==> config.mk <==
export PLATFORM = sky130hd
export DESIGN_NAME = adcrt_top
export DESIGN_NICKNAME = d
export VERILOG_FILES = /design/src/rtl/adcrt_pkg.sv /design/src/rtl/adcrt_div.sv /design/src/rtl/adcrt_top.sv
export VERILOG_INCLUDE_DIRS = /design/src /design/src/rtl
export SDC_FILE = /design/constraint.sdc
export NUM_CORES = 2
export LEC_CHECK = 0
export BUFFER_PORTS_ARGS = -buffer_cell sky130_fd_sc_hd__buf_2
export CORE_MARGIN = 2
export CORE_UTILIZATION = 47
export CTS_CLUSTER_DIAMETER = 120
export CTS_CLUSTER_SIZE = 28
export DETAILED_ROUTE_END_ITERATION = 10
export PLACE_DENSITY_LB_ADDON = 0.15
export SETUP_SLACK_MARGIN = 0.15
export SLEW_MARGIN = 5
export SYNTH_ARGS = -nofsm -noshare
export SYNTH_HDL_FRONTEND = slang
export SYNTH_HIERARCHICAL = 1
export SYNTH_SLANG_ARGS = --single-unit
==> constraint.sdc <==
create_clock -name clk -period 40.5 [get_ports clk]
set_input_delay 8.1 -clock clk [delete_from_list [all_inputs] [get_ports clk]]
set_output_delay 8.1 -clock clk [all_outputs]
set_load 0.01 [all_outputs]
==> src/rtl/adcrt_map.svh <==
// adcrt_map.svh: register addresses, codes, reset values and timing for the
// seven-channel range trim and calibration block.
// assumes it is included by bare name from the package and adcrt_top.
`ifndef ADCRT_MAP_SVH
`define ADCRT_MAP_SVH

// ----------------------------------------------------------------------------
// register addresses (modbus holding register numbers, as hex)
// ----------------------------------------------------------------------------
`define ADCRT_CHAN_DATA_BASE        16'h9c71
`define ADCRT_CHAN_RANGE_BASE       16'h9ca1
`define ADCRT_ZERO_TRIM_TEN_VOLT    16'h9cb2
`define ADCRT_ZERO_TRIM_FIVE_VOLT   16'h9cb3
`define ADCRT_ZERO_TRIM_ONE_VOLT    16'h9cb4
`define ADCRT_ZERO_TRIM_TENTH_VOLT  16'h9cb5
`define ADCRT_ZERO_TRIM_FIFTY_MV    16'h9cb6
`define ADCRT_ZERO_TRIM_25_MV       16'h9cb7
`define ADCRT_SPAN_TRIM_TEN_VOLT    16'h9cd2
`define ADCRT_SPAN_TRIM_FIVE_VOLT   16'h9cd3
`define ADCRT_SPAN_TRIM_ONE_VOLT    16'h9cd4
`define ADCRT_SPAN_TRIM_TENTH_VOLT  16'h9cd5
`define ADCRT_SPAN_TRIM_FIFTY_MV    16'h9cd6
`define ADCRT_SPAN_TRIM_25_MV       16'h9cd7
`define ADCRT_MODULE_COMMAND        16'h9d31
`define ADCRT_NUM_CHAN              3'h7
`define ADCRT_NUM_RANGE             3'h6

// ----------------------------------------------------------------------------
// command codes, range codes, exception codes
// ----------------------------------------------------------------------------
`define ADCRT_CMD_IDLE              16'h0000
`define ADCRT_CMD_REMOTE_RESET      16'h0001
`define ADCRT_CMD_WRITE_ENABLE      16'h0002
`define ADCRT_CMD_COMM_INIT         16'h0005
`define ADCRT_RANGE_DISABLED        3'h0
`define ADCRT_RANGE_MAX             3'h6
`define ADCRT_RANGE_RESET           3'h1
`define ADCRT_EXC_NONE              8'h00
`define ADCRT_EXC_ADDRESS           8'h02
`define ADCRT_EXC_VALUE             8'h03
`define ADCRT_EXC_ACK               8'h05
`define ADCRT_EXC_BUSY              8'h06
`define ADCRT_EXC_NAK               8'h07

// ----------------------------------------------------------------------------
// calibration values and reset values
// ----------------------------------------------------------------------------
`define ADCRT_ZERO_VALUE            16'h0000
`define ADCRT_SPAN_MIN              16'hd000
`define ADCRT_SPAN_MAX              16'hfffe
`define ADCRT_MID_SCALE             16'h8000
`define ADCRT_DATA_RESET            16'h8000
`define ADCRT_OFFSET_RESET          16'h0000
`define ADCRT_GAIN_UNITY            16'h4000
`define ADCRT_GAIN_FRAC_BITS        14

// ----------------------------------------------------------------------------
// timing
// ----------------------------------------------------------------------------
`define ADCRT_CLK_HZ                250000000
`define ADCRT_CAL_TIME_S            20
`define ADCRT_CONV_PER_S            25

`endif

==> src/rtl/adcrt_pkg.sv <==
// adcrt_pkg: types shared by the trim and calibration block.
// assumes adcrt_map.svh is on the include path.
`include "adcrt_map.svh"

package adcrt_pkg;

  // register request from the modbus protocol front end
  typedef struct packed {
    logic        valid;
    logic        write;
    logic [15:0] addr;
    logic [15:0] wdata;
  } adcrt_req_t;

  // register answer; exc zero means a normal reply
  typedef struct packed {
    logic        valid;
    logic [7:0]  exc;
    logic [15:0] rdata;
  } adcrt_rsp_t;

  typedef enum logic [1:0] {
    CAL_IDLE,
    CAL_WAIT,
    CAL_DIV
  } adcrt_cal_state_t;

endpackage : adcrt_pkg

==> src/rtl/adcrt_div.sv <==
// adcrt_div: sequential restoring divider, one quotient bit per clock,
// quotient saturated to 16 bits.
// assumes start is a one-cycle pulse and den is nonzero.
`timescale 1ns/1ns

module adcrt_div
  import adcrt_pkg::*;
(
  input  wire logic        clk,
  input  wire logic        sys_rst,
  input  wire logic        start,
  input  wire logic [29:0] num,
  input  wire logic [15:0] den,
  output logic             done,
  output logic [15:0]      quo
);

  logic [16:0] rem_reg,  rem_next;
  logic [29:0] q_reg,    q_next;
  logic [15:0] den_reg,  den_next;
  logic [4:0]  cnt_reg,  cnt_next;
  logic        busy_reg, busy_next;
  logic        done_reg, done_next;
  logic [16:0] shifted;

  // one shift-and-subtract step per cycle while busy
  always_comb begin
    rem_next  = rem_reg;
    q_next    = q_reg;
    den_next  = den_reg;
    cnt_next  = cnt_reg;
    busy_next = busy_reg;
    done_next = 1'b0;
    shifted   = {rem_reg[15:0], q_reg[29]};
    if (start) begin
      rem_next  = 17'h00000;
      q_next    = num;
      den_next  = den;
      cnt_next  = 5'h1e;
      busy_next = 1'b1;
    end else if (busy_reg) begin
      if (shifted >= {1'b0, den_reg}) begin
        rem_next = shifted - {1'b0, den_reg};
        q_next   = {q_reg[28:0], 1'b1};
      end else begin
        rem_next = shifted;
        q_next   = {q_reg[28:0], 1'b0};
      end
      cnt_next = cnt_reg - 5'h01;
      if (cnt_reg == 5'h01) begin
        busy_next = 1'b0;
        done_next = 1'b1;
      end
    end
  end

  // register the divider state
  always_ff @(posedge clk) begin
    if (sys_rst) begin
      rem_reg  <= 17'h00000;
      q_reg    <= 30'h00000000;
      den_reg  <= 16'h0000;
      cnt_reg  <= 5'h00;
      busy_reg <= 1'b0;
      done_reg <= 1'b0;
    end else begin
      rem_reg  <= rem_next;
      q_reg    <= q_next;
      den_reg  <= den_next;
      cnt_reg  <= cnt_next;
      busy_reg <= busy_next;
      done_reg <= done_next;
    end
  end

  assign done = done_reg;
  assign quo  = (|q_reg[29:16]) ? 16'hffff : q_reg[15:0]; // saturate

endmodule : adcrt_div

==> src/rtl/adcrt_top.sv <==
// adcrt_top: register decode, write protection, channel ranges, conversion
// scan and zero/span trim calibration of a seven-channel analog input.
// assumes a modbus front end on clk that issues one register request at a
// time, and a converter controller on clk that answers each start with done.
`timescale 1ns/1ns
`include "adcrt_map.svh"

module adcrt_top
  import adcrt_pkg::*;
#(
  parameter logic [39:0] CAL_CYCLES  = 40'(`ADCRT_CAL_TIME_S) * 40'(`ADCRT_CLK_HZ),
  parameter logic [31:0] CONV_PERIOD = 32'(`ADCRT_CLK_HZ / `ADCRT_CONV_PER_S)
)(
  input  wire logic        clk,
  input  wire logic        sys_rst,
  input  wire adcrt_req_t  req,
  output adcrt_rsp_t       rsp,
  output logic             conv_start,
  output logic [2:0]       conv_chan,
  output logic [2:0]       conv_range,
  input  wire logic        conv_done,
  input  wire logic [15:0] conv_data,
  output logic             remote_reset,
  output logic             comm_init,
  output logic             cal_busy
);

  // --------------------------------------------------------------------------
  // helpers
  // --------------------------------------------------------------------------
  // apply offset then gain about mid scale, saturating to 16 bits
  function automatic logic [15:0] adcrt_correct(input logic [15:0] raw,
                                                input logic [15:0] off,
                                                input logic [15:0] gain);
    logic [15:0]        c;
    logic signed [16:0] d;
    logic signed [33:0] p;
    logic signed [33:0] s;
    c = raw + off;
    d = $signed({1'b0, c}) - $signed({1'b0, `ADCRT_MID_SCALE});
    p = 34'(d) * 34'($signed({1'b0, gain}));
    s = (p >>> `ADCRT_GAIN_FRAC_BITS) + 34'($signed({1'b0, `ADCRT_MID_SCALE}));
    if (s < 0) return 16'h0000;
    if (s > 34'sh0ffff) return 16'hffff;
    return s[15:0];
  endfunction : adcrt_correct

  // register index within a block of n registers, or 3'h7 when outside it
  function automatic logic [2:0] adcrt_index(input logic [15:0] addr,
                                             input logic [15:0] base,
                                             input logic [2:0]  n);
    logic [15:0] d;
    d = addr - base;
    return (addr >= base && d < {13'h0000, n}) ? d[2:0] : 3'h7;
  endfunction : adcrt_index

  // --------------------------------------------------------------------------
  // state
  // --------------------------------------------------------------------------
  logic [15:0]      data_reg   [7],  data_next   [7];
  logic [2:0]       range_reg  [7],  range_next  [7];
  logic [15:0]      offset_reg [6],  offset_next [6];
  logic [15:0]      gain_reg   [6],  gain_next   [6];
  adcrt_rsp_t       rsp_reg,         rsp_next;
  logic             wen_reg,         wen_next;
  logic             rreset_reg,      rreset_next;
  logic             cinit_reg,       cinit_next;
  logic [31:0]      tick_cnt_reg,    tick_cnt_next;
  logic             pend_reg,        pend_next;
  logic             start_reg,       start_next;
  logic [2:0]       chan_reg,        chan_next;
  logic [2:0]       crange_reg,      crange_next;
  adcrt_cal_state_t cal_reg,         cal_next;
  logic             cal_busy_reg,    cal_busy_next;
  logic             cal_span_reg,    cal_span_next;
  logic [2:0]       cal_idx_reg,     cal_idx_next;
  logic [15:0]      cal_target_reg,  cal_target_next;
  logic [39:0]      cal_cnt_reg,     cal_cnt_next;
  logic [15:0]      sample_reg,      sample_next;
  logic             have_reg,        have_next;
  logic             div_start_reg,   div_start_next;
  logic [29:0]      div_num_reg,     div_num_next;
  logic [15:0]      div_den_reg,     div_den_next;
  logic             div_done;
  logic [15:0]      div_quo;

  logic [2:0]  zero_idx, span_idx, data_idx, rng_idx;
  logic [2:0]  pick;
  logic        found;
  logic [15:0] meas;
  logic [2:0]  c;

  assign zero_idx = adcrt_index(req.addr, `ADCRT_ZERO_TRIM_TEN_VOLT, `ADCRT_NUM_RANGE);
  assign span_idx = adcrt_index(req.addr, `ADCRT_SPAN_TRIM_TEN_VOLT, `ADCRT_NUM_RANGE);
  assign data_idx = adcrt_index(req.addr, `ADCRT_CHAN_DATA_BASE, `ADCRT_NUM_CHAN);
  assign rng_idx  = adcrt_index(req.addr, `ADCRT_CHAN_RANGE_BASE, `ADCRT_NUM_CHAN);

  // --------------------------------------------------------------------------
  // next-state logic
  // --------------------------------------------------------------------------
  // next enabled channel after the last one, round robin
  always_comb begin
    pick  = chan_reg;
    found = 1'b0;
    c     = chan_reg;
    for (int i = 0; i < 7; i++) begin
      c = (c == 3'h6) ? 3'h0 : c + 3'h1;
      if (!found && range_reg[c] != `ADCRT_RANGE_DISABLED) begin
        pick  = c;
        found = 1'b1;
      end
    end
  end

  // register access, scan and calibration sequencing
  always_comb begin
    data_next       = data_reg;
    range_next      = range_reg;
    offset_next     = offset_reg;
    gain_next       = gain_reg;
    wen_next        = wen_reg;
    rreset_next     = 1'b0;
    cinit_next      = 1'b0;
    rsp_next        = '0;
    tick_cnt_next   = tick_cnt_reg;
    pend_next       = pend_reg;
    start_next      = 1'b0;
    chan_next       = chan_reg;
    crange_next     = crange_reg;
    cal_next        = cal_reg;
    cal_span_next   = cal_span_reg;
    cal_idx_next    = cal_idx_reg;
    cal_target_next = cal_target_reg;
    cal_cnt_next    = cal_cnt_reg;
    sample_next     = sample_reg;
    have_next       = have_reg;
    div_start_next  = 1'b0;
    div_num_next    = div_num_reg;
    div_den_next    = div_den_reg;
    meas            = sample_reg + offset_reg[cal_idx_reg];

    // conversion scan: at most one start per tick, shared converter
    if (tick_cnt_reg == CONV_PERIOD - 32'h1) begin
      tick_cnt_next = 32'h0;
      if (!pend_reg && found) begin
        start_next  = 1'b1;
        pend_next   = 1'b1;
        chan_next   = pick;
        crange_next = range_reg[pick];
      end
    end else begin
      tick_cnt_next = tick_cnt_reg + 32'h1;
    end
    if (conv_done && pend_reg) begin
      pend_next = 1'b0;
      if (crange_reg != `ADCRT_RANGE_DISABLED) begin
        data_next[chan_reg] = adcrt_correct(conv_data, offset_reg[crange_reg - 3'h1],
                                            gain_reg[crange_reg - 3'h1]);
        if (cal_reg == CAL_WAIT && crange_reg - 3'h1 == cal_idx_reg) begin
          sample_next = conv_data;
          have_next   = 1'b1;
        end
      end
    end

    // calibration timer, then trim update
    case (cal_reg)
      CAL_IDLE: ;
      CAL_WAIT: begin
        if (cal_cnt_reg == 40'h1) begin
          cal_next = CAL_IDLE;
          if (have_reg && !cal_span_reg) begin
            offset_next[cal_idx_reg] = `ADCRT_MID_SCALE - sample_reg;
          end else if (have_reg && meas > `ADCRT_MID_SCALE) begin
            div_num_next   = {cal_target_reg - `ADCRT_MID_SCALE, 14'h0000};
            div_den_next   = meas - `ADCRT_MID_SCALE;
            div_start_next = 1'b1;
            cal_next       = CAL_DIV;
          end
        end else begin
          cal_cnt_next = cal_cnt_reg - 40'h1;
        end
      end
      CAL_DIV: begin
        if (div_done) begin
          gain_next[cal_idx_reg] = div_quo;
          cal_next = CAL_IDLE;
        end
      end
      default: cal_next = CAL_IDLE;
    endcase

    // register requests; reads always answered, even during calibration
    if (req.valid) begin
      rsp_next.valid = 1'b1;
      rsp_next.exc   = `ADCRT_EXC_NONE;
      if (!req.write) begin
        if (data_idx != 3'h7) begin
          rsp_next.rdata = data_reg[data_idx];
        end else if (rng_idx != 3'h7) begin
          rsp_next.rdata = {13'h0000, range_reg[rng_idx]};
        end else begin
          rsp_next.exc = `ADCRT_EXC_ADDRESS;
        end
      end else if (req.addr == `ADCRT_MODULE_COMMAND) begin
        case (req.wdata)
          `ADCRT_CMD_IDLE: ;
          `ADCRT_CMD_WRITE_ENABLE: wen_next = 1'b1;
          `ADCRT_CMD_COMM_INIT: cinit_next = 1'b1;
          `ADCRT_CMD_REMOTE_RESET: begin
            if (!wen_reg) begin
              rsp_next.exc = `ADCRT_EXC_NAK;
            end else begin
              rreset_next = 1'b1;
              wen_next    = 1'b0;
            end
          end
          default: rsp_next.exc = `ADCRT_EXC_VALUE;
        endcase
      end else if (rng_idx != 3'h7) begin
        if (!wen_reg) begin
          rsp_next.exc = `ADCRT_EXC_NAK;
        end else if (req.wdata > {13'h0000, `ADCRT_RANGE_MAX}) begin
          rsp_next.exc = `ADCRT_EXC_VALUE;
        end else begin
          range_next[rng_idx] = req.wdata[2:0];
          wen_next = 1'b0;
        end
      end else if (zero_idx != 3'h7 || span_idx != 3'h7) begin
        if (!wen_reg) begin
          rsp_next.exc = `ADCRT_EXC_NAK;
        end else if (cal_reg != CAL_IDLE) begin
          rsp_next.exc = `ADCRT_EXC_BUSY;
        end else if (zero_idx != 3'h7 && req.wdata != `ADCRT_ZERO_VALUE) begin
          rsp_next.exc = `ADCRT_EXC_VALUE;
        end else if (span_idx != 3'h7 &&
                     (req.wdata < `ADCRT_SPAN_MIN || req.wdata > `ADCRT_SPAN_MAX)) begin
          rsp_next.exc = `ADCRT_EXC_VALUE;
        end else begin
          rsp_next.exc    = `ADCRT_EXC_ACK;
          wen_next        = 1'b0;
          cal_next        = CAL_WAIT;
          cal_span_next   = (span_idx != 3'h7);
          cal_idx_next    = (span_idx != 3'h7) ? span_idx : zero_idx;
          cal_target_next = req.wdata;
          cal_cnt_next    = CAL_CYCLES;
          have_next       = 1'b0;
        end
      end else begin
        rsp_next.exc = `ADCRT_EXC_ADDRESS;
      end
    end

    // busy follows the calibration state, registered so the output is a flop
    cal_busy_next = (cal_next != CAL_IDLE);
  end

  // --------------------------------------------------------------------------
  // registers
  // --------------------------------------------------------------------------
  always_ff @(posedge clk) begin
    if (sys_rst) begin
      for (int i = 0; i < 7; i++) begin
        data_reg[i]  <= `ADCRT_DATA_RESET;
        range_reg[i] <= `ADCRT_RANGE_RESET;
      end
      for (int i = 0; i < 6; i++) begin
        offset_reg[i] <= `ADCRT_OFFSET_RESET;
        gain_reg[i]   <= `ADCRT_GAIN_UNITY;
      end
      rsp_reg        <= '0;
      wen_reg        <= 1'b0;
      rreset_reg     <= 1'b0;
      cinit_reg      <= 1'b0;
      tick_cnt_reg   <= 32'h0;
      pend_reg       <= 1'b0;
      start_reg      <= 1'b0;
      chan_reg       <= 3'h6;
      crange_reg     <= 3'h0;
      cal_reg        <= CAL_IDLE;
      cal_busy_reg   <= 1'b0;
      cal_span_reg   <= 1'b0;
      cal_idx_reg    <= 3'h0;
      cal_target_reg <= 16'h0000;
      cal_cnt_reg    <= 40'h0;
      sample_reg     <= 16'h0000;
      have_reg       <= 1'b0;
      div_start_reg  <= 1'b0;
      div_num_reg    <= 30'h0;
      div_den_reg    <= 16'h0001;
    end else begin
      data_reg       <= data_next;
      range_reg      <= range_next;
      offset_reg     <= offset_next;
      gain_reg       <= gain_next;
      rsp_reg        <= rsp_next;
      wen_reg        <= wen_next;
      rreset_reg     <= rreset_next;
      cinit_reg      <= cinit_next;
      tick_cnt_reg   <= tick_cnt_next;
      pend_reg       <= pend_next;
      start_reg      <= start_next;
      chan_reg       <= chan_next;
      crange_reg     <= crange_next;
      cal_reg        <= cal_next;
      cal_busy_reg   <= cal_busy_next;
      cal_span_reg   <= cal_span_next;
      cal_idx_reg    <= cal_idx_next;
      cal_target_reg <= cal_target_next;
      cal_cnt_reg    <= cal_cnt_next;
      sample_reg     <= sample_next;
      have_reg       <= have_next;
      div_start_reg  <= div_start_next;
      div_num_reg    <= div_num_next;
      div_den_reg    <= div_den_next;
    end
  end

  // span gain divider
  adcrt_div u_div (
    .clk     (clk),
    .sys_rst (sys_rst),
    .start   (div_start_reg),
    .num     (div_num_reg),
    .den     (div_den_reg),
    .done    (div_done),
    .quo     (div_quo)
  );

  // outputs straight from flip-flops
  assign rsp          = rsp_reg;
  assign conv_start   = start_reg;
  assign conv_chan    = chan_reg;
  assign conv_range   = crange_reg;
  assign remote_reset = rreset_reg;
  assign comm_init    = cinit_reg;
  assign cal_busy     = cal_busy_reg;

endmodule : adcrt_top

After elaboration in Yosys (flattened, before gate mapping)

Cells that the tools add are included.

Eq/ne operators: 22
Bitwise gates (word level): 27
Shifts and indexed selects: 0
Multiply operators: 1
Add/sub/neg operators: 23
Magnitude comparators: 31
Mux-type cells: 168
Reductions and logical operators: 66
Div/mod/pow operators: 0

Operator list:

| operator                                                    | number |
|---|---|
| two-way mux 40 bit                                          | 11 |
| two-way mux 16 bit                                          | 20 |
| binary-select mux 16 bit (select 3 bit)                     | 4 |
| bitwise mux 96 bit                                          | 2 |
| two-way mux 3 bit                                           | 45 |
| bitwise mux 112 bit                                         | 1 |
| demux 16 bit (select 3 bit)                                 | 2 |
| subtractor 16 bit, second input constant                    | 6 |
| binary-select mux 3 bit (select 3 bit)                      | 9 |
| greater-or-equal comparator 16 bit, second input constant   | 4 |
| less-than comparator 16 x 3 -> 1 bit, second input constant | 4 |
| two-way mux 30 bit                                          | 2 |
| greater-or-equal comparator 4 bit, second input constant    | 13 |
| inverter 3 -> 4 bit                                         | 13 |
| two-way mux 1 bit                                           | 44 |
| equality test 40 x 1 -> 1 bit, second input constant        | 1 |
| subtractor 40 x 1 -> 40 bit, second input constant          | 1 |
| multiplier 17 x 17 -> 34 bit                                | 1 |
| adder 16 bit                                                | 2 |
| adder 32 x 1 -> 32 bit, second input constant               | 1 |
| equality test 32 x 24 -> 1 bit, second input constant       | 1 |
| greater-than comparator 16 bit, second input constant       | 2 |
| two-way mux 2 bit                                           | 16 |
| two-way mux 8 bit                                           | 4 |
| other kinds (50)                                            | 129 |

Bits of input ports: 53
Latch bits: 0
Register bits after elaboration: 575
RAM bits: 0
Memories: 0
Word-level logic and storage cells: 393
ROM bits: 0

Depth between registers and ports, before layout

Depth after elaboration: 30
Gate-level depth with buffers: 55
Gate-level depth less buffers: 46

By module

The synthesis kept the hierarchy.

Modules (own cells, without submodules):

| module    | area an instance (µm²) | cells an instance | instances |
|---|---|---|---|
| adcrt_top | 36,073.3               | 4,380             | 1 |
| adcrt_div | 3,957.5                | 483               | 1 |

Worst setup path after synthesis

Ideal clock, no wire load.

Path type: input-to-reg
Start point: in conv_data[0]
End point: reg data_reg[107] (netlist bit)
Path slack: 22.423 ns
Stages on the path: 39
Required time: 40.368 ns
Data arrival time: 17.945 ns
Path buffers: 1
Cells stage by stage: ha_1 fa_1 a21o_1 a21oi_2 o21bai_1 a21oi_1 o21bai_1 a21oi_1 o21ai_0 a2111oi_1 nor2_1 xnor2_1 nor2_1 fa_1 inv_1 fa_1 fa_1 inv_1 [3 not listed] fa_1 inv_1 ha_1 a21o_1 a21o_1 a21o_1 or4_4 and4_4 or4b_4 nand3_1 ha_1 nand2_1 or3_1 a2bb2oi_2 or2_2 buf_4 nor2_1 o21ai_0

Longest elaborated chain between the ends: 14
Elaborated cells between the ends (all ways): 19

RTL lines:

| what                                     | RTL line         | RTL |
|---|---|---|
| start: declaration                       | adcrt_top.sv:22  | `input wire logic [15:0] conv_data,` |
| adder 16 bit (*)                         | adcrt_top.sv:39  | `c = raw + off;` |
| subtractor 16 x 16 -> 17 bit (*)         | adcrt_top.sv:40  | `` d = $signed({1'b0, c}) - $signed({1'b0, `ADCRT_MID_SCALE}); `` |
| multiplier 17 x 17 -> 34 bit (*)         | adcrt_top.sv:41  | `p = 34'(d) * 34'($signed({1'b0, gain}));` |
| adder 20 x 17 -> 21 bit (*)              | adcrt_top.sv:42  | `` s = (p >>> `ADCRT_GAIN_FRAC_BITS) + 34'($signed({1'b0, `ADCRT_MID_SCALE})); `` |
| greater-than comparator 21 x 17 -> 1 bit | adcrt_top.sv:44  | `if (s > 34'sh0ffff) return 16'hffff;` |
| two-way mux 1 bit (2 in series)          | adcrt_top.sv:44  |  |
| two-way mux 1 bit                        | adcrt_top.sv:156 | `` if (crange_reg != `ADCRT_RANGE_DISABLED) begin `` |
| two-way mux 1 bit                        | adcrt_top.sv:154 | `if (conv_done && pend_reg) begin` |
| two-way mux 16 bit                       | adcrt_top.sv:45  | `return s[15:0];` |
| two-way mux 16 bit (*)                   | adcrt_top.sv:44  |  |
| two-way mux 16 bit (*)                   | adcrt_top.sv:156 |  |
| two-way mux 16 bit (*)                   | adcrt_top.sv:154 |  |
| bitwise mux 112 bit (*)                  | adcrt_top.sv:157 | `data_next[chan_reg] = adcrt_correct(conv_data, offset_reg[crange_reg - 3'h1],` |
| end signal: indexed assignment           | adcrt_top.sv:264 | `` data_reg[i] <= `ADCRT_DATA_RESET; `` |
| end signal: assignment                   | adcrt_top.sv:292 | `data_reg <= data_next;` |
| end: declaration                         | adcrt_top.sv:60  | `logic [15:0] data_reg [7], data_next [7];` |

Every way passes the cells marked *; elsewhere a longest branch is shown, timed or not. The select of a mux whose other input is x is not followed.
A chain may end at the register's enable or synchronous reset.

Worst setup path after layout

Start point: in conv_data[0]
End point: reg data_reg[83] (netlist bit)

The elaborated chain is that of the path after synthesis.

==> impl_metrics.py <==
metrics = {
    "power": {
        "pwr-share-comb_pct": 5.2,
        "ir_worst_vdd_uv": 29.3,
        "pwr-share-seq_pct": 60.0,
        "leakage_nw": 17.2,
        "switching_share_pct": 25.0,
        "internal-power_w": 0.000701,
        "power_density_nw_per_um2": 22.2,
        "clockPowerShare_pct": 34.8,
        "p_sw_w": 0.000234,
    },
    "layout": {
        "area.sequential_um2": 11400,
        "fin_area_um2": 42100,
        "fillers": 8371,
        "area_growth_pct": 5.29,
        "finalNetCount": 5247,
        "multiInputGateArea_um2": 26000,
        "largest_reg_flops": 112,
        "fin_cells": 5927,
        "drive_gt1_share_pct": 7.76,
    },
    "floorplan": {
        "initial_core_util_pct": 47.2,
        "fp.dieH_um": 296,
        "die-area_um2": 87500,
        "die_x_um": 296,
        "fp-row-count": 107,
        "io_pins": 88,
        "core_area_um2": 84700,
    },
    "yosys": {
        "netlist.area_leader.share_pct": 28.5,
        "postSynthAreaPerCell_um2": 8.23,
        "ys_types": 104,
        "synth_cells": 4863,
        "ys_warn_count": 6,
        "synth_enable_flop_cells": 0,
        "ys_seq_elements": 570,
        "synth_area_leader_cell": "dfxtp_1",
        "async_flop_share_pct": 0,
        "yosys-top-cells-count": "803 x nand2_1, 570 x dfxtp_1, 443 x nor2_1, 429 x inv_1, 384 x a21oi_1",
        "ys_top_cells_by_area": "dfxtp_1 29%, fa_1 14%, nand2_1 7.5%",
        "netlist_area_um2": 40000,
        "ys_seq_area_share_pct": 28.5,
        "ys.flop_type": "dfxtp_1",
        "synth.most_common_cell": "nand2_1",
    },
    "grt": {
        "grt_overflow": 0,
        "grt_pass1_vias": 32000,
        "grt_max_degree": 93,
        "antenna_found_initial": 1,
        "grt_pass1_wl_mm": 181,
        "grt_use_total_pct": 25.8,
    },
    "setup_path": {
        "crit_type": "in -> reg",
        "cp_max_fo": 20,
        "end_kind": "register",
        "critPathMostFrequentCell": "fa_1",
        "max_stage_delay_ns": 0.67,
        "critPathRequiredTime_ns": 41.01,
        "crit_slowest_cell": "a2111oi_1",
        "crit_path_start_kind": "input pin",
        "cp_data_arrival_time_ns": 19.30,
    },
    "timing": {
        "hold_viol_final": 0,
        "fin_crit_sh_pct": 46.4,
        "worst_pin_slew_ns": 1.28,
        "slew_viol_final": 0,
        "whs_ns": 0.450,
        "fin_worst_skew_ns": 0.0519,
        "setup_viol": 0,
        "setup_slack_ns": 21.71,
        "tns_ns": 0,
        "clock.fmax_mhz": 53.2,
        "rsz0062_at_grt": "no",
        "maxSlewHeadroom_pct": 14.4,
        "min_period_ns": 18.79,
    },
    "detailed_routing": {
        "avgRoutedWirePerCell_um": 19.1,
        "drc": 0,
        "vias_per_cell": 5.64,
        "vias": 33400,
        "ant_nets": 0,
        "drt_first_iter_violations": 2643,
        "wl_mm": 113,
        "dr.pass1.iters": 6,
    },
    "clock_tree": {
        "cts_tree": "done",
        "hold_buffers": 0,
        "cts_resized": 0,
        "cts_buffers": 26,
        "clockBufferDepth": 3,
        "clock_latency_ns": 0.65,
        "clkTransAtPathRegs_ns": 0.11,
        "htreeDepth": 1,
        "cts_root_buf": "clkbuf_16",
        "postCtsSetupRepairBufs": 0,
        "cts.sinks": 570,
    },
    "placement": {
        "post-place-ws_ns": 21.10,
        "dp_cells": 5891,
        "dpl_cell_area_um2": 41400,
        "place_congestion": 0.899,
        "port_buffers": 82,
        "post-dp-hpwl_mm": 79.9,
    },
    "flow_run": {
        "cap_violations": 0,
    },
    "run_status": {
        "status": "completed",
    },
    "hold_path": {
        "holdCritPathClass": "reg -> reg",
    },
}
final timing paths:
path / start / depth (start not counted) / slack [ns] / endpoint
min reg2reg: data_reg[93] / 2 / 0.45 / data_reg[93]
max: conv_data[0] / 39 / 21.71 / data_reg[83]
max reg2reg: conv_range[0] / 41 / 27.37 / data_reg[83]
min: data_reg[93] / 2 / 0.45 / data_reg[93]
cell families after synthesis:
family | Yosys count | share of synthesized area, %
AO/OA/AOI/OAI | 961 | 15.2
XOR/XNOR | 152 | 3.33
adder cells (fa/ha/maj) | 419 | 18.2
buffers and inverters | 707 | 6.95
flip-flops | 570 | 28.5
multiplexers | 249 | 7.44
other | 1 | 0.00937
AND/OR/NAND/NOR | 1804 | 20.4
per-stage QoR:
| step | utilization, % | total power (W) |
|---|---|---|
| 6_report | 49.7 | 0.000935 |
| 5_1_grt | 49.7 | 0.000966 |
| 4_1_cts | 49.7 | 0.000943 |
| 3_5_place_dp | 48.8 | 0.000621 |
| 3_3_place_gp | 48.8 | 0.000621 |
| 2_1_floorplan | - | 0.000603 |
layer usage:
layer | up-vias | GRT usage [%] | wire (um)
met3 | 159 | 2.79 | 7230
met5 | - | 0 | 0
li1 | 16200 | - | -
met1 | 16100 | 36.5 | 51100
met4 | 0 | 7.33 | 3120
met2 | 1025 | 41.8 | 51600
critical path, delay by kind of cell:
| kind | cells | cell delay (ns) |
|---|---|---|
| buffers and inverters | 5 | 0.31 |
| and+or+nand+nor | 10 | 3.11 |
| xor gates and xnor gates | 1 | 0.58 |
| adders and majority gates | 10 | 4.27 |
| AOI/OAI and AO/OA | 13 | 2.91 |
placed cells by master (no fill, tap or decap), drive strengths merged, types with 38 or more instances in the layout:
cell type,count
nand2,805
a22oi,66
fa,270
a21oi,389
o211ai,42
and2,62
nor3,82
buf,144
xor2,59
inv,434
nand4,43
nand2b,39
ha,149
dfxtp,570
mux2i,176
mux2,38
xnor2,93
o21ai,178
nor2,447
nand3,89
nor2b,43
layout make-up:
type / instances / share of cell area [%]
Antenna cell: 1 / 0.00594
Clock buffer: 27 / 1.55
Clock inverter: 8 / 0.309
Inverter: 429 / 3.82
Multi-Input combinational cell: 3604 / 61.7
Sequential cell: 570 / 27.1
Tap cell: 1144 / 3.40
Timing Repair Buffer: 144 / 2.10
power by group through the flow:
stage	Clock [W]	Sequential, W	Combinational [W]
2_1_floorplan	0	0.000574	0.0000293
3_3_place_gp	0	0.000574	0.0000476
3_5_place_dp	0	0.000574	0.0000477
4_1_cts	0.000334	0.000561	0.0000479
5_1_grt	0.000353	0.000561	0.0000525
6_report	0.000325	0.000561	0.0000486
Note: power is estimated with default switching activity, not from simulation.
